$ cat config.mk
export PLATFORM = sky130hd
export DESIGN_NAME = itm_top
export DESIGN_NICKNAME = d
export VERILOG_FILES = /design/src/design/itm_pkg.sv /design/src/design/itm_top.sv
export VERILOG_INCLUDE_DIRS = /design/src /design/src/design
export SDC_FILE = /design/constraint.sdc
export NUM_CORES = 1
export LEC_CHECK = 0
export BUFFER_PORTS_ARGS = -buffer_cell sky130_fd_sc_hd__buf_2
export CAP_MARGIN = 0
export CORE_MARGIN = 1
export CORE_UTILIZATION = 60
export DETAILED_ROUTE_END_ITERATION = 6
export GPL_TIMING_DRIVEN = 0
export PLACE_DENSITY_LB_ADDON = 0.12
export RECOVER_POWER = 100
export SYNTH_ARGS = -nofsm -noshare
export SYNTH_HDL_FRONTEND = slang
export SYNTH_SLANG_ARGS = --single-unit
$ cat constraint.sdc
create_clock -name clk_i -period 3.75 [get_ports clk_i]
set_input_delay 0.375 -clock clk_i [delete_from_list [all_inputs] [get_ports clk_i]]
set_output_delay 0.375 -clock clk_i [all_outputs]
set_load 0.02 [all_outputs]
$ cat src/design/itm_cfg.svh
// Purpose: Constants for the three-channel interval timer with read-back.
// Assumes: Included by the package and the timer module.
// Notes:   Field positions are bit indices of the setup word.
// What this block does
// RULE1 - A setup word sets load-pending only on the counter it selects.
// RULE2 - A count write sets load-pending; two-byte counts only on the second byte.
// RULE3 - Repeated status latch before a read is ignored; first status is kept.
// RULE4 - Read-back with bits 5 and 4 low latches count and status separately.
// RULE5 - With both latched, first read gives status, then count, then live count.
// RULE6 - Write strobe: port select 00 to 10 writes counters, 11 the setup word.
// RULE7 - Read strobe: 00 to 10 reads counters; anything else releases the bus.
// RULE8 - A clock pulse is a rising then a falling edge of the counter clock.
// RULE9 - A trigger is a rising edge of the count-enable input.
// RULE10 - Mode 0: pin low after setup word, high at zero until rewritten.
// RULE11 - Mode 0: enable high counts, low suspends; it never moves the pin.
// RULE12 - Mode 0: first pulse loads without decrement; pin high N+1 pulses on.
// RULE13 - Mode 0: a new count loads on the next pulse and counting resumes.
// RULE14 - Mode 0 two-byte: first byte suspends counting and drives the pin low.
// RULE15 - Mode 0 two-byte: second byte lets the count load on the next pulse.
// RULE16 - Mode 0: count loads even with enable low; high N pulses after enable.
// RULE17 - Mode 1: pin high, low the pulse after a trigger, high again at zero.
// RULE18 - Mode 1: writes only arm; each trigger loads and starts an N pulse.
// RULE19 - Mode 1: retriggerable; enable level otherwise never moves the pin.
// RULE20 - Mode 1: a new count waits for a retrigger before it takes effect.
// RULE21 - Status byte: pin in bit 7, load-pending in bit 6, mode bits below.
// RULE22 - Read-back bits 3, 2 and 1 select counters 2, 1 and 0.
// RULE23 - Load-pending clears once the latest count enters the counting element.
// RULE24 - Counts load and decrement on the falling edge of the counter clock.
// RULE25 - With nothing latched a read returns the live count in byte order.
`ifndef ITM_CFG_SVH
`define ITM_CFG_SVH
`define ITM_NUM_CTR   3
`define ITM_SEL_SETUP 2'h3
`define ITM_SC_RB     2'h3
`define ITM_RW_LATCH  2'h0
`define ITM_RW_LSB    2'h1
`define ITM_RW_MSB    2'h2
`define ITM_RW_BOTH   2'h3
`define ITM_MODE0     3'h0
`define ITM_MODE1     3'h1
`define ITM_RB_NOCNT  5
`define ITM_RB_NOSTAT 4
`define ITM_CTL_RST   6'h00
`define ITM_CNT_RST   16'h0000
`define ITM_CNT_ONE   16'h0001
`endif

$ cat src/design/itm_pkg.sv
// Purpose: Types shared by the interval timer design.
// Assumes: Constants come from itm_cfg.svh.
// Notes:   Bus pins travel together as one packed struct.
`include "itm_cfg.svh"
package itm_pkg;
   // Host bus strobes and port select, all active as documented on the pins.
   typedef struct packed {
      logic       cs_n;
      logic       rd_n;
      logic       wr_n;
      logic       port_select_hi;
      logic       port_select_lo;
   } itm_bus_t;
   typedef logic [15:0] itm_count_t;
   // Byte phase of a two-byte transfer.
   typedef enum logic {
      ITM_PH_LSB,
      ITM_PH_MSB
   } itm_phase_t;
endpackage : itm_pkg

$ cat src/design/itm_top.sv
// Purpose: Three 16-bit counters, modes 0 and 1, latches and read-back.
// Assumes: All pins are asynchronous to clk_i and are synchronised here.
// Notes:   Modes other than 0 and 1 count with the enable and hold the pin high.
`timescale 1ns/1ps
`include "itm_cfg.svh"
module itm_top (
   input  wire logic                 clk_i,
   input  wire logic                 reset_n_i,
   input  wire itm_pkg::itm_bus_t    bus_i,
   input  wire logic [7:0]           data_i,
   output logic [7:0]                data_o,
   output logic                      data_oe_o,
   input  wire logic [2:0]           ctr_clk_i,
   input  wire logic [2:0]           ctr_en_i,
   output logic [2:0]                ctr_pulse_o
);
   import itm_pkg::*;

   // =======================================================
   // Functions
   // =======================================================

   // Decrements by one in binary or in four BCD digits, wrapping at zero.
   function automatic itm_count_t itm_dec(input itm_count_t v, input logic bcd);
      itm_count_t r;
      logic       brw;
      r   = v;
      brw = 1'b1;
      if (!bcd) begin
         r = v - `ITM_CNT_ONE;
      end else begin
         for (int i = 0; i < 4; i++) begin
            if (brw) begin
               if (r[4*i +: 4] == 4'h0) begin
                  r[4*i +: 4] = 4'h9;
               end else begin
                  r[4*i +: 4] = r[4*i +: 4] - 4'h1;
                  brw         = 1'b0;
               end
            end
         end
      end
      return r;
   endfunction : itm_dec

   // Picks the byte a read returns: status first, else count by format.
   function automatic logic [7:0] itm_rd_byte(input logic       st_lat,
                                              input logic [7:0] st,
                                              input itm_count_t val,
                                              input logic [1:0] rw,
                                              input itm_phase_t ph);
      logic [7:0] b;
      b = val[7:0];
      if (st_lat) begin
         b = st; // RULE5
      end else if (rw == `ITM_RW_MSB) begin
         b = val[15:8];
      end else if (rw == `ITM_RW_BOTH && ph == ITM_PH_MSB) begin
         b = val[15:8];
      end
      return b;
   endfunction : itm_rd_byte

   // =======================================================
   // Synchronisers
   // =======================================================

   itm_bus_t   bus_s1;
   itm_bus_t   bus_s2;
   logic [7:0] dat_s1;
   logic [7:0] dat_s2;
   logic [2:0] cclk_s1;
   logic [2:0] cclk_s2;
   logic [2:0] cclk_d;
   logic [2:0] gate_s1;
   logic [2:0] gate_s2;
   logic [2:0] gate_d;

   // Two flops on every pin; clock and enable start high so no false rise follows reset.
   always_ff @(posedge clk_i or negedge reset_n_i) begin
      if (!reset_n_i) begin
         bus_s1  <= '1;
         bus_s2  <= '1;
         dat_s1  <= 8'h00;
         dat_s2  <= 8'h00;
         cclk_s1 <= 3'h7;
         cclk_s2 <= 3'h7;
         cclk_d  <= 3'h7;
         gate_s1 <= 3'h7;
         gate_s2 <= 3'h7;
         gate_d  <= 3'h7;
      end else begin
         bus_s1  <= bus_i;
         bus_s2  <= bus_s1;
         dat_s1  <= data_i;
         dat_s2  <= dat_s1;
         cclk_s1 <= ctr_clk_i;
         cclk_s2 <= cclk_s1;
         cclk_d  <= cclk_s2;
         gate_s1 <= ctr_en_i;
         gate_s2 <= gate_s1;
         gate_d  <= gate_s2;
      end
   end

   // =======================================================
   // Counter clock pulses and triggers
   // =======================================================

   logic [2:0] cclk_rise;
   logic [2:0] cclk_fall;
   logic [2:0] half_r;
   logic [2:0] pulse_evt;
   logic [2:0] gate_hi_r;
   logic [2:0] trig_r;

   // Edges of the synchronised counter clock and enable.
   assign cclk_rise = cclk_s2 & ~cclk_d;
   assign cclk_fall = ~cclk_s2 & cclk_d;
   assign pulse_evt = cclk_fall & half_r; // RULE8

   // Remembers a rising edge so that only a following fall counts as a pulse.
   always_ff @(posedge clk_i or negedge reset_n_i) begin
      if (!reset_n_i) begin
         half_r <= 3'h0;
      end else begin
         half_r <= (half_r | cclk_rise) & ~cclk_fall; // RULE8
      end
   end

   // Enable level is sampled on the rising edge of the counter clock.
   always_ff @(posedge clk_i or negedge reset_n_i) begin
      if (!reset_n_i) begin
         gate_hi_r <= 3'h0;
      end else begin
         for (int c = 0; c < `ITM_NUM_CTR; c++) begin
            if (cclk_rise[c]) begin
               gate_hi_r[c] <= gate_s2[c];
            end
         end
      end
   end

   // Trigger flag: set by an enable rise, consumed by the next pulse.
   // A rise in the consuming cycle is kept, so no trigger is lost.
   always_ff @(posedge clk_i or negedge reset_n_i) begin
      if (!reset_n_i) begin
         trig_r <= 3'h0;
      end else begin
         trig_r <= (trig_r & ~pulse_evt) | (gate_s2 & ~gate_d); // RULE9
      end
   end

   // =======================================================
   // Host bus decode
   // =======================================================

   logic       wr_act;
   logic       rd_act;
   logic       wr_prev_r;
   logic       rd_prev_r;
   logic [1:0] wsel_r;
   logic [7:0] wdat_r;
   logic [1:0] rsel_r;
   logic       wr_evt;
   logic       rd_evt;
   logic [1:0] sel_s;

   assign sel_s = {bus_s2.port_select_hi, bus_s2.port_select_lo};

   // Write needs read strobe high; read needs a counter port.
   assign wr_act = ~bus_s2.cs_n & bus_s2.rd_n & ~bus_s2.wr_n; // RULE6
   assign rd_act = ~bus_s2.cs_n & ~bus_s2.rd_n & bus_s2.wr_n
                   & (sel_s != `ITM_SEL_SETUP); // RULE7

   // An access acts when its strobe ends, using what was held while active.
   assign wr_evt = wr_prev_r & ~wr_act;
   assign rd_evt = rd_prev_r & ~rd_act;

   // Captures select and data during the strobe.
   always_ff @(posedge clk_i or negedge reset_n_i) begin
      if (!reset_n_i) begin
         wr_prev_r <= 1'b0;
         rd_prev_r <= 1'b0;
         wsel_r    <= 2'h0;
         wdat_r    <= 8'h00;
         rsel_r    <= 2'h0;
      end else begin
         wr_prev_r <= wr_act;
         rd_prev_r <= rd_act;
         if (wr_act) begin
            wsel_r <= sel_s;
            wdat_r <= dat_s2;
         end
         if (rd_act) begin
            rsel_r <= sel_s;
         end
      end
   end

   // =======================================================
   // Counter state
   // =======================================================

   logic [5:0]  ctl_r   [3];
   itm_count_t  cr_r    [3];
   itm_count_t  ce_r    [3];
   itm_count_t  ol_r    [3];
   logic [7:0]  st_r    [3];
   itm_phase_t  wph_r   [3];
   itm_phase_t  rph_r   [3];
   logic [2:0]  cnt_lat_r;
   logic [2:0]  st_lat_r;
   logic [2:0]  null_r;
   logic [2:0]  out_r;
   logic [2:0]  hold_r;
   logic [2:0]  loaded_r;

   // Pulses, then host writes, then reads; later updates win in a cycle.
   always_ff @(posedge clk_i or negedge reset_n_i) begin
      if (!reset_n_i) begin
         for (int c = 0; c < `ITM_NUM_CTR; c++) begin
            ctl_r[c] <= `ITM_CTL_RST;
            cr_r[c]  <= `ITM_CNT_RST;
            ce_r[c]  <= `ITM_CNT_RST;
            ol_r[c]  <= `ITM_CNT_RST;
            st_r[c]  <= 8'h00;
            wph_r[c] <= ITM_PH_LSB;
            rph_r[c] <= ITM_PH_LSB;
         end
         cnt_lat_r <= 3'h0;
         st_lat_r  <= 3'h0;
         null_r    <= 3'h0;
         out_r     <= 3'h0;
         hold_r    <= 3'h0;
         loaded_r  <= 3'h0;
      end else begin
         for (int c = 0; c < `ITM_NUM_CTR; c++) begin
            itm_count_t nxt;
            logic       m0;
            nxt = itm_dec(ce_r[c], ctl_r[c][0]);
            m0  = (ctl_r[c][3:1] == `ITM_MODE0);
            // Counting on a clock pulse, at its falling edge.
            if (pulse_evt[c]) begin // RULE24
               if (ctl_r[c][3:1] == `ITM_MODE1) begin
                  if (trig_r[c]) begin
                     ce_r[c]     <= cr_r[c]; // RULE18 RULE20
                     null_r[c]   <= 1'b0; // RULE23
                     out_r[c]    <= 1'b0; // RULE17
                     loaded_r[c] <= 1'b1; // RULE19
                  end else if (loaded_r[c]) begin
                     ce_r[c] <= nxt;
                     if (nxt == `ITM_CNT_RST) begin
                        out_r[c] <= 1'b1; // RULE17
                     end
                  end
               end else if (null_r[c] && !hold_r[c]) begin
                  ce_r[c]     <= cr_r[c]; // RULE12
                  null_r[c]   <= 1'b0; // RULE23
                  loaded_r[c] <= 1'b1; // RULE16
               end else if (loaded_r[c] && !hold_r[c] && gate_hi_r[c]) begin
                  ce_r[c] <= nxt; // RULE11
                  if (nxt == `ITM_CNT_RST) begin
                     out_r[c] <= 1'b1; // RULE10
                  end
               end
            end
            // Setup word and read-back commands.
            if (wr_evt && wsel_r == `ITM_SEL_SETUP) begin
               if (wdat_r[7:6] == `ITM_SC_RB) begin
                  if (wdat_r[c+1]) begin // RULE22
                     if (!wdat_r[`ITM_RB_NOCNT] && !cnt_lat_r[c]) begin
                        ol_r[c]      <= ce_r[c]; // RULE4
                        cnt_lat_r[c] <= 1'b1;
                     end
                     if (!wdat_r[`ITM_RB_NOSTAT] && !st_lat_r[c]) begin
                        st_r[c]     <= {out_r[c], null_r[c], ctl_r[c]}; // RULE21
                        st_lat_r[c] <= 1'b1; // RULE3
                     end
                  end
               end else if (wdat_r[7:6] == 2'(c)) begin
                  if (wdat_r[5:4] == `ITM_RW_LATCH) begin
                     if (!cnt_lat_r[c]) begin
                        ol_r[c]      <= ce_r[c];
                        cnt_lat_r[c] <= 1'b1;
                     end
                  end else begin
                     ctl_r[c]     <= wdat_r[5:0];
                     null_r[c]    <= 1'b1; // RULE1
                     out_r[c]     <= (wdat_r[3:1] != `ITM_MODE0); // RULE10
                     wph_r[c]     <= ITM_PH_LSB;
                     rph_r[c]     <= ITM_PH_LSB;
                     cnt_lat_r[c] <= 1'b0;
                     st_lat_r[c]  <= 1'b0;
                     hold_r[c]    <= 1'b1; // RULE23
                     loaded_r[c]  <= 1'b0;
                  end
               end
            end
            // Count writes in the programmed byte format.
            if (wr_evt && wsel_r == 2'(c)) begin
               if (ctl_r[c][5:4] == `ITM_RW_LSB) begin
                  cr_r[c]   <= {8'h00, wdat_r};
                  null_r[c] <= 1'b1; // RULE2
                  hold_r[c] <= 1'b0; // RULE12
                  if (m0) begin
                     out_r[c] <= 1'b0; // RULE13
                  end
               end else if (ctl_r[c][5:4] == `ITM_RW_MSB) begin
                  cr_r[c]   <= {wdat_r, 8'h00};
                  null_r[c] <= 1'b1; // RULE2
                  hold_r[c] <= 1'b0; // RULE12
                  if (m0) begin
                     out_r[c] <= 1'b0; // RULE13
                  end
               end else if (ctl_r[c][5:4] == `ITM_RW_BOTH) begin
                  if (wph_r[c] == ITM_PH_LSB) begin
                     cr_r[c][7:0] <= wdat_r;
                     wph_r[c]     <= ITM_PH_MSB;
                     if (m0) begin
                        hold_r[c] <= 1'b1; // RULE14
                        out_r[c]  <= 1'b0; // RULE14
                     end
                  end else begin
                     cr_r[c][15:8] <= wdat_r;
                     wph_r[c]      <= ITM_PH_LSB;
                     null_r[c]     <= 1'b1; // RULE2
                     hold_r[c]     <= 1'b0; // RULE15
                  end
               end
            end
            // A finished read releases the status, then the count bytes.
            if (rd_evt && rsel_r == 2'(c)) begin
               if (st_lat_r[c]) begin
                  st_lat_r[c] <= 1'b0; // RULE5
               end else if (ctl_r[c][5:4] == `ITM_RW_BOTH
                            && rph_r[c] == ITM_PH_LSB) begin
                  rph_r[c] <= ITM_PH_MSB;
               end else begin
                  rph_r[c]     <= ITM_PH_LSB;
                  cnt_lat_r[c] <= 1'b0; // RULE5
               end
            end
         end
      end
   end

   // =======================================================
   // Read data and pins
   // =======================================================

   logic [7:0] rd_byte;
   itm_count_t rd_val;
   logic [1:0] ri;

   // Selects the addressed counter; the setup port selects counter 0.
   always_comb begin
      ri      = (sel_s == `ITM_SEL_SETUP) ? 2'h0 : sel_s;
      rd_val  = cnt_lat_r[ri] ? ol_r[ri] : ce_r[ri]; // RULE25
      rd_byte = itm_rd_byte(st_lat_r[ri], st_r[ri], rd_val,
                            ctl_r[ri][5:4], rph_r[ri]);
   end

   // Read data is registered every cycle, whether the bus is idle, reading or writing.
   always_ff @(posedge clk_i or negedge reset_n_i) begin
      if (!reset_n_i) begin
         data_o <= 8'h00;
      end else begin
         data_o <= rd_byte;
      end
   end

   assign data_oe_o   = rd_act; // RULE7
   assign ctr_pulse_o = out_r;

endmodule : itm_top

* After elaboration in Yosys (flattened, before gate mapping) *
Cells that the tools add are included.
Widths: inputs -> output; s select.

word-level totals
  bits in registers = 285
  input bits = 21

cells by class
  add/subtract/negate cells = 15
  order comparisons = 2
  equal/unequal tests = 39
  mux-type cells = 361
  bitwise operators = 31
  reductions and logical operators = 91

operators by type and width
  kind                   number
  $mux 16                50
  $mux 1                 269
  $mux 8                 11
  $mux 4                 21
  $bmux 16 s2            2
  $logic_not 16->1       3
  $logic_not 4->1        12
  $sub 16x1->16 const B  3
  $sub 4x1->4 const B    12
  $reduce_bool 3->1      10
  $eq 2x2->1 const B     14
  $reduce_and 3->1       9
  $logic_and 1x1->1      26
  $reduce_and 4->1       6
  $and 3x3->3            6
  $reduce_and 6->1       3
  $bmux 8 s2             1
  $not 3->3              5
  $bmux 6 s2             1
  $eq 2x1->1 const B     6
  $mux 6                 2
  $ne 2x1->1 const B     6
  $logic_not 1->1        11
  $not 1->1              10
  14 further kinds       40

* Depth between registers and ports, before layout *
  depth in word-level cells = 25
  mapped depth = 10
  mapped depth without buffers = 8

* Worst setup path before layout *
Ideal clock, no wire load.

  kind = register -> register
  start point = register bus_s2[1] (netlist name)
  end point = register data_o[1]
  setup time = 0.160 ns
  data arrival time = 2.434 ns
  required time = 3.590 ns
  setup slack = 1.157 ns
  cell stages (with the launch flop) = 10
  clock period less this slack = 2.593 ns
  path through = dfstp_2 -> buf_2 -> nor2b_1 -> clkbuf_1 -> and3_1 -> a31oi_2 -> buf_4 -> mux4_1 -> nand2_1 -> a31oi_1

on the way
  cells in the longest elaborated chain, start to end = 11
  elaborated cells on any way between the ends = 29

ends and longest elaborated chain
  element                                     line                                            RTL
  start: declaration                          itm_top.sv:69                                   itm_bus_t bus_s2;
  start signal: assignment                    itm_top.sv:94                                   bus_s2 <= bus_s1;
  $eq 2x2->1 (no line)                        -
  $mux 2 *                                    itm_top.sv:358                                  ri = (sel_s == `ITM_SEL_SETUP) ? 2'h0 : sel_s;
  $not 2->3 (implied by the code)             itm_top.sv:359, itm_top.sv:360, itm_top.sv:361
  $bmux 6 s2                                  itm_top.sv:361                                  ctl_r[ri][5:4], rph_r[ri]);
  $mux 6 (implied by the code) (2 in series)  itm_top.sv:361
  $eq 2x2->1 (no line)                        -
  $logic_and 1x1->1                           itm_top.sv:58                                   end else if (rw == `ITM_RW_BOTH && ph == ITM_PH_MSB) begin
  $mux 8                                      itm_top.sv:58
  $mux 8                                      itm_top.sv:56                                   end else if (rw == `ITM_RW_MSB) begin
  $mux 8 *                                    itm_top.sv:54                                   if (st_lat) begin
  via rd_byte[1]                              itm_top.sv:352                                  logic [7:0] rd_byte;
  end signal: assignment                      itm_top.sv:369                                  data_o <= rd_byte;
  end: declaration                            itm_top.sv:11                                   output logic [7:0] data_o,

Mark *: on every way through the listed nets, which the timed path passes. The rest lies on a longest branch. The select of a mux whose other input is x is not followed.
A chain may end at the register's enable or synchronous reset.

* Worst setup path after layout *
  start point = register bus_s2[0] (netlist name)
  end point = register data_o[1]

The elaborated chain is that of the path after synthesis.

==> metrics.md <==
| Metric | Value |
|---|---|
| Status | `finished with violations` |
| Failing checks | `capacitance limit, slew limit` |
| Initial Util | `0.610` |
| Post-cts sizing count | `0` |
| Vias in the first global route | `11200` |
| Layout Skew | `0.0152 ns` |
| TritonCTS clock tree | `done` |
| Setup violators final | `0` |
| Worst slew pin tran | `2.22 ns` |
| RSZ-0062 raised after global routing | `false` |
| Routability cong. | `0.947` |
| Seq cells post-synth | `285` |
| H-tree depth | `1` |
| Num CTS Buffers | `30` |
| Synth async-reset ratio | `1.00` |
| Placed instance area | `15000 um^2` |
| DRT Wirelength | `38300 um` |
| Inserted Diodes | `0` |
| Max-cap violations | `1` |
| First-pass GRT wire length | `61300 um` |
| Die Span X | `157 um` |
| First-pass DRT Iterations | `6` |
| Int Pwr | `7010 uW` |
| Synth top area cells | `dfrtp_1 45%, mux2_2 6.0%, dfstp_2 5.1%` |
| Final ANT Viol Nets | `0` |
| HPWL after DPL | `26700 um` |
| Max Clock Freq | `0.284 GHz` |
| EDFF count, synth | `0` |
| Sequential share of power | `0.356` |
| Net Sw Frac | `0.379` |
| Startpoint Class | `register` |
| Setup TNS | `0 ns` |
| Max Root-Sink Buffers | `3` |
| Cell leakage power | `0.00716 uW` |
| Yosys top cell area share | `0.449` |
| Core footprint | `23500 um^2` |
| Comb power frac | `0.370` |
| Layout area overhead | `12.8%` |
| Crit end category | `register` |
| Post-Syn Nets | `1457` |
| Register area share after synthesis | `0.500` |
| Post-Layout Inst Area | `16200 um^2` |
| DRC Markers | `0` |
| Synth warn | `0` |
| Final hold vios | `0` |
| Total clock sinks | `285` |
| Post-CTS Setup Bufs | `0` |
| Synth area leader | `dfrtp_1` |
| WS Path Type | `register to register` |
| Slew margin rel. | `-0.482` |
| Port bufs | `32` |
| Maximum VDD drop | `489 uV` |
| Total number of vias | `11600` |
| Num ports | `33` |
| Main synth FF type | `dfrtp_1` |
| Share of cells above drive strength 1 | `0.136` |
| Crit path arrival time | `3.86 ns` |
| Largest net degree at the start of global routing | `125` |
| Non-Filler Instances | `1854` |
| Vias per inst | `6.27` |
| Initial DRC Count | `881` |
| Worst Path Required | `4.09 ns` |
| Placed Instances | `1778` |
| Avg WL per Cell | `20.6 um` |
| Total Routing Usage GR | `0.324` |
| Die area | `24500 um^2` |
| Clock Power Share | `0.274` |
| Total power per unit cell area | `698 nW/um^2` |
| CTS Root Cell | `clkbuf_16` |
| CP max FO | `10` |
| Rows | `56` |
| Hold crit path type | `register to register` |
| Tcrit/Tclk final | `0.939` |
| Fillers | `1833` |
| Clock Pin Slew Worst Setup and Hold Paths | `0.06 ns` |
| Yosys cell types | `89` |
| P_sw | `4280 uW` |
| Synth Instances | `1425` |
| Period minus WS final | `3.52 ns` |
| Syn Area/Cell | `10.1 um^2` |
| Total grt overflow | `0` |
| Max Transition Viols Final | `88` |
| Post-synthesis cell area | `14300 um^2` |
| Nets | `1543` |
| Skew-Pair Late Insertion Delay | `0.57 ns` |
| Antenna violations before repair | `0` |
| Chip height | `157 um` |
[logic make-up after synthesis]
| logic type | share of synthesized area |
|---|---|
| buffers and inverters | 0.0408 |
| AND/OR/NAND/NOR | 0.160 |
| adder cells (fa/ha/maj) | 0.0117 |
| XOR/XNOR | 0.00786 |
| multiplexers | 0.120 |
| AO/OA/AOI/OAI | 0.160 |
| flip-flops | 0.500 |
[worst max-delay path, cell delays in order, from the launching register on]
cell	delay (ns)
dfstp_1	0.62
clkbuf_1	0.39
inv_1	0.23
o21ai_1	0.67
a21boi_0	1.06
a31oi_1	0.32
[placed cells by master (no fill, tap or decap), types with 7 or more instances in the layout]
cell type,synthesis,layout
dlygate4sd3_1,0,20
nand2b_1,18,18
dfrtp_1,257,257
a211oi_1,18,18
nor3_1,26,26
clkbuf_1,83,105
clkbuf_8,0,9
a21oi_1,68,68
a31oi_1,20,20
nor4b_1,7,7
nand2_1,177,177
buf_2,5,21
or2_2,7,7
o22ai_1,20,20
clkbuf_16,0,30
nor4_1,16,16
buf_1,11,9
o21ai_0,119,133
ha_1,11,11
mux2_2,76,75
dfstp_2,28,20
mux2i_1,48,48
o21a_1,9,9
or4_1,14,15
a22o_1,14,14
or3_1,8,8
inv_1,51,51
o211ai_1,9,9
dfstp_1,0,8
o31ai_1,10,10
nor3b_1,8,10
nor2b_1,22,22
nand3_1,39,39
nor2_1,69,69
mux4_2,15,15
xnor2_1,7,7
[cells in the mapped netlist (20+ instances only)]
cell type and n:
dfrtp_1 257, nand2_1 177, o21ai_0 119, clkbuf_1 83, mux2_2 76, nor2_1 69, a21oi_1 68, inv_1 51
mux2i_1 48, nand3_1 39, dfstp_2 28, nor3_1 26, nor2b_1 22, a31oi_1 20, o22ai_1 20
[layout make-up]
type                       count  area, um^2  area share
sequential                   285        7170       0.444
buffer                       101         392      0.0242
tap                          319         399      0.0247
clock buffer                  44         893      0.0553
multi-input combinational    988        6560       0.406
timing repair buffer          54         382      0.0236
clock inverter                12         169      0.0105
inverter                      51         191      0.0118
[worst paths after layout]
| check | from | to | slack [ns] | cells after the start |
|---|---|---|---|---|
| max reg2reg | bus_s2[0]$_DFF_PN1_ | data_o[1]$_DFF_PN0_ | 0.23 | 5 |
| min in group asynchronous | reset_n_i | ce_r[33]$_DFFE_PN0P_ | 0.98 | 2 |
| max | bus_s2[0]$_DFF_PN1_ | data_o[1]$_DFF_PN0_ | 0.23 | 5 |
| min reg2reg | dat_s1[6]$_DFF_PN0_ | dat_s2[6]$_DFF_PN0_ | 0.35 | 0 |
| max in group asynchronous | reset_n_i | wdat_r[7]$_DFFE_PN0P_ | 0.74 | 4 |
| min | dat_s1[6]$_DFF_PN0_ | dat_s2[6]$_DFF_PN0_ | 0.35 | 0 |
[layer usage]
metal | vias up | track usage | share of wire
li1 | 5345 | - | -
met1 | 5704 | 0.449 | 0.43
met2 | 489 | 0.530 | 0.47
met3 | 89 | 0.0410 | 0.066
met4 | 0 | 0.112 | 0.033
met5 | - | 0 | 0
[power groups by stage]
stage	sequential, uW	combinational [uW]	clock, uW
floorplan	3910	3030	0
global placement	4030	4010	0
detailed placement	4050	4070	0
CTS	4000	4120	3150
global route	4070	4600	3270
finish	4020	4170	3100
[per-stage QoR]
stage	hold WS [ns]	total power, uW	worst slack [ns]	util
final	0.349	11300	0.230	0.688
after floorplan	0.0794	6930	1.16	-
after global placement	0.332	8050	-2.87	0.634
after CTS	0.350	11300	0.317	0.691
after detailed placement	0.336	8120	0.366	0.637
after global routing	0.354	11900	0.134	0.688
[registers in the layout, summed over array words and instances (netlist names), 5 cells and up]
register  count
cr_r         48
wdat_r        8
ol_r         48
bus_s1        5
bus_s2        5
st_r         24
ctl_r        18
data_o        8
ce_r         48
dat_s1        8
dat_s2        8
[timing repair]
action                                  4_1_cts  5_1_grt
endpoints found under the setup margin        0        0
hold buffers                                 20        0
hold endpoints to repair                    105        0
(Power assumes the default switching activity.)
